## src/hdl/cdo_pkg.sv

```systemverilog
// Package: register map, encodings, ranges and carriers of the parameter bank
package cdo_pkg;

	// Relative register numbers
	localparam logic [15:0] ADDR_FILTER_HI     = 16'h0023;
	localparam logic [15:0] ADDR_FILTER_LO     = 16'h0024;
	localparam logic [15:0] ADDR_OUT1_TYPE     = 16'h0fd2;
	localparam logic [15:0] ADDR_OUT1_DIR      = 16'h0fd3;
	localparam logic [15:0] ADDR_ALARM_LATCH   = 16'h0fd4;
	localparam logic [15:0] ADDR_ALARM_KIND    = 16'h0fd5;
	localparam logic [15:0] ADDR_ALARM_DELAY   = 16'h0fd6;
	localparam logic [15:0] ADDR_ALARM_INHIBIT = 16'h0fd7;
	localparam logic [15:0] ADDR_CYCLE_TIME    = 16'h0fd8;
	localparam logic [15:0] ADDR_LOW_LIMIT     = 16'h0fd9;
	localparam logic [15:0] ADDR_HIGH_LIMIT    = 16'h0fda;
	localparam logic [15:0] ADDR_TEMP_DP       = 16'h0fe4;
	localparam logic [15:0] ADDR_LIN_DP        = 16'h0fe5;
	localparam logic [15:0] ADDR_TEMP_UNIT     = 16'h0fe6;
	localparam logic [15:0] ADDR_BLANK_TIME    = 16'h0fe7;

	// Reset values
	localparam logic [6:0]  RST_FILTER   = 7'h01;
	localparam logic [2:0]  RST_TYPE     = 3'h2;
	localparam logic [1:0]  RST_DIR      = 2'h2;
	localparam logic [1:0]  RST_LATCH    = 2'h1;
	localparam logic [2:0]  RST_KIND     = 3'h2;
	localparam logic [13:0] RST_DELAY    = 14'h0000;
	localparam logic [13:0] RST_INHIBIT  = 14'h0000;
	localparam logic [6:0]  RST_CYCLE    = 7'h05;
	localparam logic [6:0]  RST_LOW      = 7'h00;
	localparam logic [6:0]  RST_HIGH     = 7'h64;
	localparam logic        RST_TEMP_DP  = 1'b0;
	localparam logic [1:0]  RST_LIN_DP   = 2'h0;
	localparam logic [1:0]  RST_UNIT     = 2'h1;
	localparam logic [13:0] RST_BLANK    = 14'h0009;

	// Accepted ranges
	localparam logic [31:0] FILTER_MIN   = 32'h0000_0001;
	localparam logic [31:0] FILTER_MAX   = 32'h0000_0064;
	localparam logic [15:0] CYCLE_MAX    = 16'h0078;
	localparam logic [15:0] PERCENT_MAX  = 16'h0064;
	localparam logic [15:0] SECONDS_MAX  = 16'h270f;
	localparam logic [15:0] BLANK_OFF    = 16'h0009;
	localparam logic [15:0] BLANK_MIN    = 16'h000a;
	localparam logic [15:0] TEMP_DP_MAX  = 16'h0001;
	localparam logic [15:0] LIN_DP_MAX   = 16'h0003;

	// Output function encodings
	localparam logic [15:0] TYPE_INACTIVE = 16'h0001;
	localparam logic [15:0] TYPE_PID      = 16'h0002;
	localparam logic [15:0] TYPE_INVALID  = 16'h0003;
	localparam logic [15:0] TYPE_ONOFF    = 16'h0004;
	localparam logic [15:0] TYPE_ALARM    = 16'h0005;
	// Direction 1..2, latching 1..3, alarm kind 1..6, unit 1..3
	localparam logic [15:0] DIR_MAX       = 16'h0002;
	localparam logic [15:0] LATCH_MAX     = 16'h0003;
	localparam logic [15:0] KIND_MAX      = 16'h0006;
	localparam logic [15:0] UNIT_MAX      = 16'h0003;
	localparam logic [15:0] ENC_MIN       = 16'h0001;

	// Decimal scale factors for 0..3 places
	localparam logic [13:0] SCALE_DP0 = 14'h0001;
	localparam logic [13:0] SCALE_DP1 = 14'h000a;
	localparam logic [13:0] SCALE_DP2 = 14'h0064;
	localparam logic [13:0] SCALE_DP3 = 14'h03e8;

	// Exception codes returned to the master
	localparam logic [7:0] EXC_NONE       = 8'h00;
	localparam logic [7:0] EXC_BAD_ADDR   = 8'h02;
	localparam logic [7:0] EXC_BAD_VALUE  = 8'h03;

	typedef struct packed {
		logic        valid;
		logic        write;
		logic [15:0] addr;
		logic [15:0] wdata;
	} cdo_req_t;

	typedef struct packed {
		logic        valid;
		logic        err;
		logic [7:0]  exc;
		logic [15:0] rdata;
	} cdo_resp_t;

	typedef struct packed {
		logic [6:0]  filter_units;
		logic [2:0]  out1_type;
		logic [1:0]  out1_dir;
		logic [6:0]  cycle_time;
		logic [1:0]  alarm_latch;
		logic [2:0]  alarm_kind;
		logic [13:0] alarm_delay;
		logic [13:0] alarm_inhibit;
		logic [6:0]  low_limit;
		logic [6:0]  high_limit;
		logic        temp_dp;
		logic [1:0]  lin_dp;
		logic [1:0]  temp_unit;
		logic [13:0] blank_time;
		logic [1:0]  pv_sv_places;
		logic [1:0]  fv_places;
	} cdo_cfg_t;

	typedef struct packed {
		cdo_cfg_t    cfg;
		logic [15:0] filter_hold;
		cdo_resp_t   resp;
	} cdo_state_t;

endpackage

```

## src/hdl/cdo_param_bank.sv

```systemverilog
// Display and output 1 parameter register bank with write validation
`timescale 1ns/1ps
`default_nettype none

module cdo_param_bank
	import cdo_pkg::*;
#(
	parameter int WIRE_MAX = 9999
) (
	// Clock, reset, enable
	input  wire logic     clk,
	input  wire logic     rst,
	input  wire logic     ce,
	// Model and input kind from the surrounding controller
	input  wire logic     model_compact,
	input  wire logic     input_linear,
	// Register access from the link
	input  wire cdo_req_t req,
	output var  cdo_resp_t resp,
	// Configuration to the control logic
	output var  cdo_cfg_t cfg
);

	if (WIRE_MAX < 100 || WIRE_MAX > 65535) begin : g_chk
		$error("WIRE_MAX out of range");
	end

	// Defaults must sit inside the ranges that writes accept
	if (32'(RST_FILTER) < FILTER_MIN
		|| 32'(RST_FILTER) > FILTER_MAX) begin : g_chk_filter
		$error("Filter default out of range");
	end

	if (16'(RST_CYCLE) > CYCLE_MAX || 16'(RST_LOW) > PERCENT_MAX
		|| 16'(RST_HIGH) > PERCENT_MAX) begin : g_chk_output
		$error("Output default out of range");
	end

	if (16'(RST_DELAY) > SECONDS_MAX || 16'(RST_INHIBIT) > SECONDS_MAX
		|| 16'(RST_LATCH) < ENC_MIN || 16'(RST_LATCH) > LATCH_MAX
		|| 16'(RST_KIND) < ENC_MIN
		|| 16'(RST_KIND) > KIND_MAX) begin : g_chk_alarm
		$error("Alarm default out of range");
	end

	if (16'(RST_UNIT) < ENC_MIN || 16'(RST_UNIT) > UNIT_MAX
		|| 16'(RST_LIN_DP) > LIN_DP_MAX
		|| 16'(RST_BLANK) > SECONDS_MAX) begin : g_chk_display
		$error("Display default out of range");
	end

	cdo_state_t q;
	cdo_state_t d;

	logic [1:0]  scale_places;
	logic [31:0] filter_wire;
	logic [6:0]  filter_new;
	logic        filter_ok;

	// Decimal places applied to fractional values
	assign scale_places = input_linear ? q.cfg.lin_dp : 2'h0;

	cdo_fv_scale #(
		.WIRE_MAX (WIRE_MAX)
	) u_scale (
		.places     (scale_places),
		.limit_wire (input_linear),
		.units      (q.cfg.filter_units),
		.wire_out   (filter_wire),
		.wire_in    ({q.filter_hold, req.wdata}),
		.units_in   (filter_new),
		.in_ok      (filter_ok)
	);

	always_comb begin
		logic        hit;
		logic        ok;
		logic [15:0] rd;
		logic [15:0] w;
		d  = q;
		hit = 1'b1;
		ok  = 1'b1;
		rd  = 16'h0000;
		w   = req.wdata;
		d.resp.valid = 1'b0;
		d.cfg.pv_sv_places = input_linear ? q.cfg.lin_dp
			: {1'b0, q.cfg.temp_dp};
		d.cfg.fv_places = scale_places;
		if (req.valid) begin
			unique case (req.addr)
				// Filter high word parks until the low word
				ADDR_FILTER_HI: begin
					rd = filter_wire[31:16];
					if (req.write) begin
						d.filter_hold = w;
					end
				end

				// Low word validates and commits the pair
				ADDR_FILTER_LO: begin
					rd = filter_wire[15:0];
					if (req.write) begin
						ok = filter_ok;
						if (ok) begin
							d.cfg.filter_units = filter_new;
						end
						d.filter_hold = 16'h0000;
					end
				end

				// Alarm code only on compact models
				ADDR_OUT1_TYPE: begin
					rd = 16'(q.cfg.out1_type);
					ok = (w == TYPE_INACTIVE) || (w == TYPE_PID)
						|| (w == TYPE_ONOFF)
						|| ((w == TYPE_ALARM) && model_compact);
					if (req.write && ok) begin
						d.cfg.out1_type = w[2:0];
					end
				end

				// Direct or reverse action
				ADDR_OUT1_DIR: begin
					rd = 16'(q.cfg.out1_dir);
					ok = (w >= ENC_MIN) && (w <= DIR_MAX);
					if (req.write && ok) begin
						d.cfg.out1_dir = w[1:0];
					end
				end

				// Alarm group absent on large models
				ADDR_ALARM_LATCH: begin
					hit = model_compact;
					rd  = 16'(q.cfg.alarm_latch);
					ok  = (w >= ENC_MIN) && (w <= LATCH_MAX);
					if (req.write && ok && hit) begin
						d.cfg.alarm_latch = w[1:0];
					end
				end

				// Alarm operation code
				ADDR_ALARM_KIND: begin
					hit = model_compact;
					rd  = 16'(q.cfg.alarm_kind);
					ok  = (w >= ENC_MIN) && (w <= KIND_MAX);
					if (req.write && ok && hit) begin
						d.cfg.alarm_kind = w[2:0];
					end
				end

				// Alarm delay in seconds
				ADDR_ALARM_DELAY: begin
					hit = model_compact;
					rd  = 16'(q.cfg.alarm_delay);
					ok  = (w <= SECONDS_MAX);
					if (req.write && ok && hit) begin
						d.cfg.alarm_delay = w[13:0];
					end
				end

				// Alarm inhibit in seconds
				ADDR_ALARM_INHIBIT: begin
					hit = model_compact;
					rd  = 16'(q.cfg.alarm_inhibit);
					ok  = (w <= SECONDS_MAX);
					if (req.write && ok && hit) begin
						d.cfg.alarm_inhibit = w[13:0];
					end
				end

				// Code 0 stands for the shortest cycle
				ADDR_CYCLE_TIME: begin
					rd = 16'(q.cfg.cycle_time);
					ok = (w <= CYCLE_MAX);
					if (req.write && ok) begin
						d.cfg.cycle_time = w[6:0];
					end
				end

				// Low limit percent, not checked against high
				ADDR_LOW_LIMIT: begin
					rd = 16'(q.cfg.low_limit);
					ok = (w <= PERCENT_MAX);
					if (req.write && ok) begin
						d.cfg.low_limit = w[6:0];
					end
				end

				// High limit percent
				ADDR_HIGH_LIMIT: begin
					rd = 16'(q.cfg.high_limit);
					ok = (w <= PERCENT_MAX);
					if (req.write && ok) begin
						d.cfg.high_limit = w[6:0];
					end
				end

				// Places for temperature inputs
				ADDR_TEMP_DP: begin
					rd = 16'(q.cfg.temp_dp);
					ok = (w <= TEMP_DP_MAX);
					if (req.write && ok) begin
						d.cfg.temp_dp = w[0];
					end
				end

				// Places for linear inputs
				ADDR_LIN_DP: begin
					rd = 16'(q.cfg.lin_dp);
					ok = (w <= LIN_DP_MAX);
					if (req.write && ok) begin
						d.cfg.lin_dp = w[1:0];
					end
				end

				// Unit also governs link values
				ADDR_TEMP_UNIT: begin
					rd = 16'(q.cfg.temp_unit);
					ok = (w >= ENC_MIN) && (w <= UNIT_MAX);
					if (req.write && ok) begin
						d.cfg.temp_unit = w[1:0];
					end
				end

				// Off code sits just below the timed range
				ADDR_BLANK_TIME: begin
					rd = 16'(q.cfg.blank_time);
					ok = (w == BLANK_OFF)
						|| ((w >= BLANK_MIN) && (w <= SECONDS_MAX));
					if (req.write && ok) begin
						d.cfg.blank_time = w[13:0];
					end
				end

				// Unmapped register number
				default: begin
					hit = 1'b0;
				end
			endcase
			if (!req.write) begin
				ok = 1'b1;
			end
			d.resp.valid = 1'b1;
			d.resp.err   = !hit || !ok;
			if (!hit) begin
				d.resp.exc   = EXC_BAD_ADDR;
				d.resp.rdata = 16'h0000;
			end else if (!ok) begin
				d.resp.exc   = EXC_BAD_VALUE;
				d.resp.rdata = 16'h0000;
			end else begin
				d.resp.exc   = EXC_NONE;
				d.resp.rdata = req.write ? w : rd;
			end
		end
	end

	always_ff @(posedge clk or posedge rst) begin
		if (rst) begin
			q.cfg.filter_units  <= RST_FILTER;
			q.cfg.out1_type     <= RST_TYPE;
			q.cfg.out1_dir      <= RST_DIR;
			q.cfg.cycle_time    <= RST_CYCLE;
			q.cfg.alarm_latch   <= RST_LATCH;
			q.cfg.alarm_kind    <= RST_KIND;
			q.cfg.alarm_delay   <= RST_DELAY;
			q.cfg.alarm_inhibit <= RST_INHIBIT;
			q.cfg.low_limit     <= RST_LOW;
			q.cfg.high_limit    <= RST_HIGH;
			q.cfg.temp_dp       <= RST_TEMP_DP;
			q.cfg.lin_dp        <= RST_LIN_DP;
			q.cfg.temp_unit     <= RST_UNIT;
			q.cfg.blank_time    <= RST_BLANK;
			q.cfg.pv_sv_places  <= 2'h0;
			q.cfg.fv_places     <= 2'h0;
			q.filter_hold       <= 16'h0000;
			q.resp.valid        <= 1'b0;
			q.resp.err          <= 1'b0;
			q.resp.exc          <= EXC_NONE;
			q.resp.rdata        <= 16'h0000;
		end else if (ce) begin
			q <= d;
		end
	end

	assign resp = q.resp;
	assign cfg  = q.cfg;

endmodule

`default_nettype wire

```

## src/hdl/cdo_fv_scale.sv

```systemverilog
// Scaling of fractional-valued parameters by the applied decimal places
`timescale 1ns/1ps
`default_nettype none

module cdo_fv_scale
	import cdo_pkg::*;
#(
	parameter int WIRE_MAX = 9999
) (
	// Applied decimal places
	input  wire logic [1:0]  places,
	input  wire logic        limit_wire,
	// Stored value to link value
	input  wire logic [6:0]  units,
	output logic      [31:0] wire_out,
	// Link value to stored value
	input  wire logic [31:0] wire_in,
	output logic      [6:0]  units_in,
	output logic             in_ok
);

	if (WIRE_MAX < 100 || WIRE_MAX > 65535) begin : g_chk
		$error("WIRE_MAX out of range");
	end

	logic [13:0] scale;
	logic [31:0] quot;
	logic        exact;
	logic        shrink_ok;

	always_comb begin
		unique case (places)
			2'h0: scale = SCALE_DP0;
			2'h1: scale = SCALE_DP1;
			2'h2: scale = SCALE_DP2;
			2'h3: scale = SCALE_DP3;
		endcase
		unique case (places)
			2'h0: quot = wire_in;
			2'h1: quot = wire_in / 32'(SCALE_DP1);
			2'h2: quot = wire_in / 32'(SCALE_DP2);
			2'h3: quot = wire_in / 32'(SCALE_DP3);
		endcase
		wire_out  = 32'(32'(units) * 32'(scale));
		exact     = (32'(quot * 32'(scale)) == wire_in);
		// Linear input: range shrinks to what the link can carry
		shrink_ok = !limit_wire || (wire_in <= 32'(WIRE_MAX));
		in_ok     = exact && shrink_ok && (quot >= FILTER_MIN)
			&& (quot <= FILTER_MAX);
		units_in  = quot[6:0];
	end

endmodule

`default_nettype wire

```

## config.mk

```make
export PLATFORM = sky130hd
export DESIGN_NAME = cdo_param_bank
export DESIGN_NICKNAME = d
export VERILOG_FILES = /design/src/hdl/cdo_pkg.sv /design/src/hdl/cdo_param_bank.sv /design/src/hdl/cdo_fv_scale.sv
export SDC_FILE = /design/constraint.sdc
export NUM_CORES = 1
export LEC_CHECK = 0
export BUFFER_PORTS_ARGS = -buffer_cell sky130_fd_sc_hd__buf_2
export CORE_AREA = 2 2 242 292
export CTS_BUF_LIST = sky130_fd_sc_hd__clkbuf_8
export DETAILED_ROUTE_END_ITERATION = 10
export DIE_AREA = 0 0 244 294
export GPL_TIMING_DRIVEN = 0
export PLACE_DENSITY_LB_ADDON = 0.3
export SETUP_SLACK_MARGIN = 0.5
export SLEW_MARGIN = 5
export SYNTH_ARGS = -nofsm -noshare
export SYNTH_HDL_FRONTEND = slang
export SYNTH_SLANG_ARGS = --single-unit
export TNS_END_PERCENT = 50
```

## constraint.sdc

```tcl
create_clock -name clk -period 222 [get_ports clk]
set_input_delay 44.4 -clock clk [delete_from_list [all_inputs] [get_ports clk]]
set_output_delay 44.4 -clock clk [all_outputs]
set_load 0.01 [all_outputs]
```

==> parameters.txt <==
Parameter                              Value

Status
  Outcome    complete, no violations

Timing
  Clock Skew    14.8 ps
  Post-layout minimum cycle time    between 100,000 and 150,000 ps
  Setup slack after layout    between 80,000 and 90,000 ps
  Max Clock Freq    7.48 MHz
  Unrepaired setup endpoints after global routing    false
  Final number of setup-violating endpoints    0
  Final hold violations    0
  Summed negative setup slack over all endpoints    0 ps
  Crit share post-route    60.2%
  Number of pins with negative max-slew slack in the final report    0
  Worst slew margin    a little under a fifth
  Slew at the pin closest to its max-slew limit    between 1000 and 1500 ps

Setup path
  Launching element type of the critical path    primary input
  Endpoint kind of the worst setup timing path    register
  Delay of the slowest cell on the worst path    900 ps
  WP data required    about 220,000 ps
  Setup slack of the worst register-to-register path    approximately 130,000 ps
  Data arrival time of the critical path    134,000 ps
  Critical path's slowest cell    sky130_fd_sc_hd__nor4b_2
  Biggest fanout along the worst timing path    16
  Family with the most delay on the worst path    compound AO/OA/AOI/OAI gates
  Category of the critical setup timing path    in -> reg
  Crit-path most repeated cell    sky130_fd_sc_hd__ha_1
  Count of buffer and inverter cells on the critical path    37

Logic synthesis
  Number of enable flip-flop cells after synthesis    0
  Async S/R FF share, synth    100%
  Synthesized netlist cell count    just under 5,000
  Adder-cell area share of the yosys netlist    a little under a quarter
  Synth Area in XOR/XNOR    under 10%
  Average footprint of a synthesized cell    a little under 8 sq um
  Total of flip-flops plus latches after synthesis    approximately 120
  Dominant register cell in the synthesized netlist    sky130_fd_sc_hd__dfrtp_1
  Multiplexer area fraction after synthesis    4.95%
  Unique cell type count in the Yosys netlist    ~150
  Post-synthesis share of cell area spent on and, or, nand and nor gates    about a quarter
  Synth Area in Compound Gates    23.6%
  Netlist Area Pre-Place    between 30,000 and 40,000 sq um
  Largest family of logic cells by synthesized area    compound AO/OA/AOI/OAI gates
  Proportion of synthesized chip area in sequential cells    under 10%
  Synthesis warning total    0

Cells and area
  Final Util    between 50% and 60%
  Area taken by flip-flops and latches    3090 sq um
  Fin nets    5,671
  Share of layout cells above drive strength 1    13.4%
  Footprint of the multi-input gates    roughly 31,000 sq um
  Final standard cell area without fillers    ~40,000 sq um
  Area Growth Syn to Fin    6.64%
  # fillers    ~6,500

Clock network
  Clock Tree Root    sky130_fd_sc_hd__clkbuf_8
  Clk_lat worst skew    470 ps
  Clk pin slew, worst setup/hold paths    roughly 80 ps
  # clock sinks    roughly 120
  H-Tree Level Count    4
  # hold bufs at CTS    0
  Maximum count of clock buffers along a single path    2
  Number of buffers created by CTS    17
  Post-CTS Repair Setup Buffers    0
  CTS tree    built
  Number of resized instances in the post-cts repair step    0

Place
  DPL Wire Length    97.4 mm
  Count of input and output buffers    between 100 and 150
  Final weighted congestion of routability-driven global placement    0.984
  Worst setup slack after placement    89,380 ps
  Post-Place Cell Area    around 40,000 sq um

Floorplan
  Starting density of the core    approximately 55%
  Placeable core region    a little under 70,000 sq um
  Die area    between 70,000 and 80,000 sq um
  Row count    between 100 and 150
  Die X    approximately 240 microns
  Top-level I/O count    around 150
  Die height    ~300 microns

Min path
  Class of the most critical hold timing path    reg -> reg

GRT
  Pin count of the biggest net entering global routing    70
  GRT overflow    0
  Initial antenna violation count    1
  All-layer global routing usage    between 30% and 40%
  Wire length of the first global-routing pass    between 150 and 200 mm
  Via count of the first global-routing pass    roughly 36,000

Detailed routing
  Number of nets with antenna violations after routing    0
  Number of DRC violations after detailed-routing iteration 0    roughly 2,800
  Total via count after detailed routing    around 38,000
  First drt pass iteration count    6
  Average wire per standard cell    19.9 microns
  DRT Wirelength    approximately 120 mm
  Vias per cell    around 6.3
  Final routed DRC violation total    0

Job
  Total of max-cap violations    0
-- sequential cells by signal, summed over array words and instances, names as in the netlist --
register / cells
cfg: 88
q: 16
resp: 19
-- worst min-delay path, cell delays in order, from the launching register on --
cell and delay (ps):
sky130_fd_sc_hd__dfrtp_1 350, sky130_fd_sc_hd__nand2_1 50, sky130_fd_sc_hd__o21ai_1 60
-- path summary, 6_finish.rpt --
path                                   start        to  depth (start not counted)
worst max-delay path            input_linear   cfg[88]                        348
worst min-delay path                resp[16]  resp[16]                          2
worst max register to register       cfg[20]   cfg[88]                        348
worst min register to register      resp[16]  resp[16]                          2
max in group asynchronous                rst   cfg[82]                          3
min in group asynchronous                rst   cfg[76]                          2
-- metal layers --
| metal | global-route usage [%] | share of wire [%] | up-vias |
|---|---|---|---|
| met4 | 12.6 | 4.1 | 0 |
| met1 | 41.7 | 42 | 18100 |
| met5 | 0 | 0 | - |
| li1 | - | - | 17800 |
| met2 | 56.5 | 48 | 1334 |
| met3 | 2.92 | 5.6 | 312 |
-- through the flow --
stage | hold slack, ps | instances
2_1_floorplan | 456 | 4884
3_3_place_gp | 473 | 5941
3_5_place_dp | 478 | 5949
4_1_cts | 494 | 5981
5_1_grt | 516 | 5981
6_report | 492 | 5982
-- cell type report --
| class | instances | share of cell area, % |
|---|---|---|
| Inverter | 406 | 3.80 |
| Timing Repair Buffer | 147 | 2.14 |
| Multi-Input combinational cell | 4044 | 77.5 |
| Clock inverter | 10 | 0.283 |
| Sequential cell | 123 | 7.70 |
| Buffer | 311 | 4.92 |
| Tap cell | 918 | 2.86 |
| Antenna cell | 1 | 0.00623 |
| Clock buffer | 22 | 0.753 |
-- cells in the final DEF (no fill, tap or decap), types with 42 or more instances in the layout --
cell                       netlist  final
sky130_fd_sc_hd__or3_1          51     51
sky130_fd_sc_hd__xor2_1         92     92
sky130_fd_sc_hd__clkbuf_1      113    109
sky130_fd_sc_hd__nand2_1       395    395
sky130_fd_sc_hd__o21ai_0       218    218
sky130_fd_sc_hd__buf_2          11    150
sky130_fd_sc_hd__a21o_1        112    112
sky130_fd_sc_hd__and2_1         53     53
sky130_fd_sc_hd__nor2_1        456    454
sky130_fd_sc_hd__buf_4         151    153
sky130_fd_sc_hd__dfrtp_1       110    110
sky130_fd_sc_hd__nand3_1       116    116
sky130_fd_sc_hd__nand2b_1       53     53
sky130_fd_sc_hd__xnor2_1       215    215
sky130_fd_sc_hd__nand4_1        61     61
sky130_fd_sc_hd__a31oi_1        51     51
sky130_fd_sc_hd__a21oi_1       303    303
sky130_fd_sc_hd__and3_1         66     66
sky130_fd_sc_hd__mux2i_1        53     53
sky130_fd_sc_hd__fa_1          201    201
sky130_fd_sc_hd__mux2_2         97     97
sky130_fd_sc_hd__nor2b_1        42     42
sky130_fd_sc_hd__o21a_1         66     66
sky130_fd_sc_hd__inv_1         401    401
sky130_fd_sc_hd__ha_1          381    381
sky130_fd_sc_hd__nor3_1        130    130
sky130_fd_sc_hd__nor4_1         49     47
-- cell families (layout without fill, tap and decap cells) --
family	Yosys count	in the layout
simple gates	1704	1704
compound gates	1272	1272
buf+inv	717	896
fa+ha+maj	582	582
xor+xnor	309	309
mux	167	167
flops	123	123
other cells	2	11
-- cells in the mapped netlist, drive strengths merged, types with 15 or more instances --
| library cell | count | area [sq um] |
|---|---|---|
| nand2b | 53 | 332 |
| a21oi | 308 | 1570 |
| o21bai | 32 | 244 |
| o311ai | 15 | 131 |
| nand4 | 62 | 394 |
| buf | 198 | 1550 |
| a22oi | 18 | 140 |
| nand3 | 119 | 618 |
| and4 | 27 | 241 |
| inv | 405 | 1520 |
| o31ai | 25 | 198 |
| mux2i | 58 | 617 |
| nor2b | 42 | 263 |
| a31o | 16 | 140 |
| clkbuf | 113 | 424 |
| a21o | 112 | 841 |
| nor3 | 138 | 749 |
| a211o | 20 | 175 |
| or2 | 49 | 307 |
| o211ai | 42 | 345 |
| xor2 | 93 | 822 |
| or2b | 17 | 129 |
| nor2 | 461 | 1760 |
| mux2 | 107 | 1200 |
| a21boi | 27 | 206 |
| o21a | 67 | 504 |
| xnor2 | 216 | 1900 |
| o21ai | 256 | 1310 |
| nor4 | 59 | 458 |
| fa | 201 | 4020 |
| a211oi | 46 | 388 |
| or4 | 28 | 229 |
| dfrtp | 110 | 2750 |
| and2 | 53 | 332 |
| or3 | 53 | 342 |
| o22ai | 21 | 138 |
| a31oi | 56 | 390 |
| nand2 | 400 | 1510 |
| and3 | 67 | 420 |
| ha | 381 | 4770 |
| a32o | 21 | 210 |
Power is not shown: default switching activity piles up to over one toggle a cycle in this logic, so the estimate is an artifact.
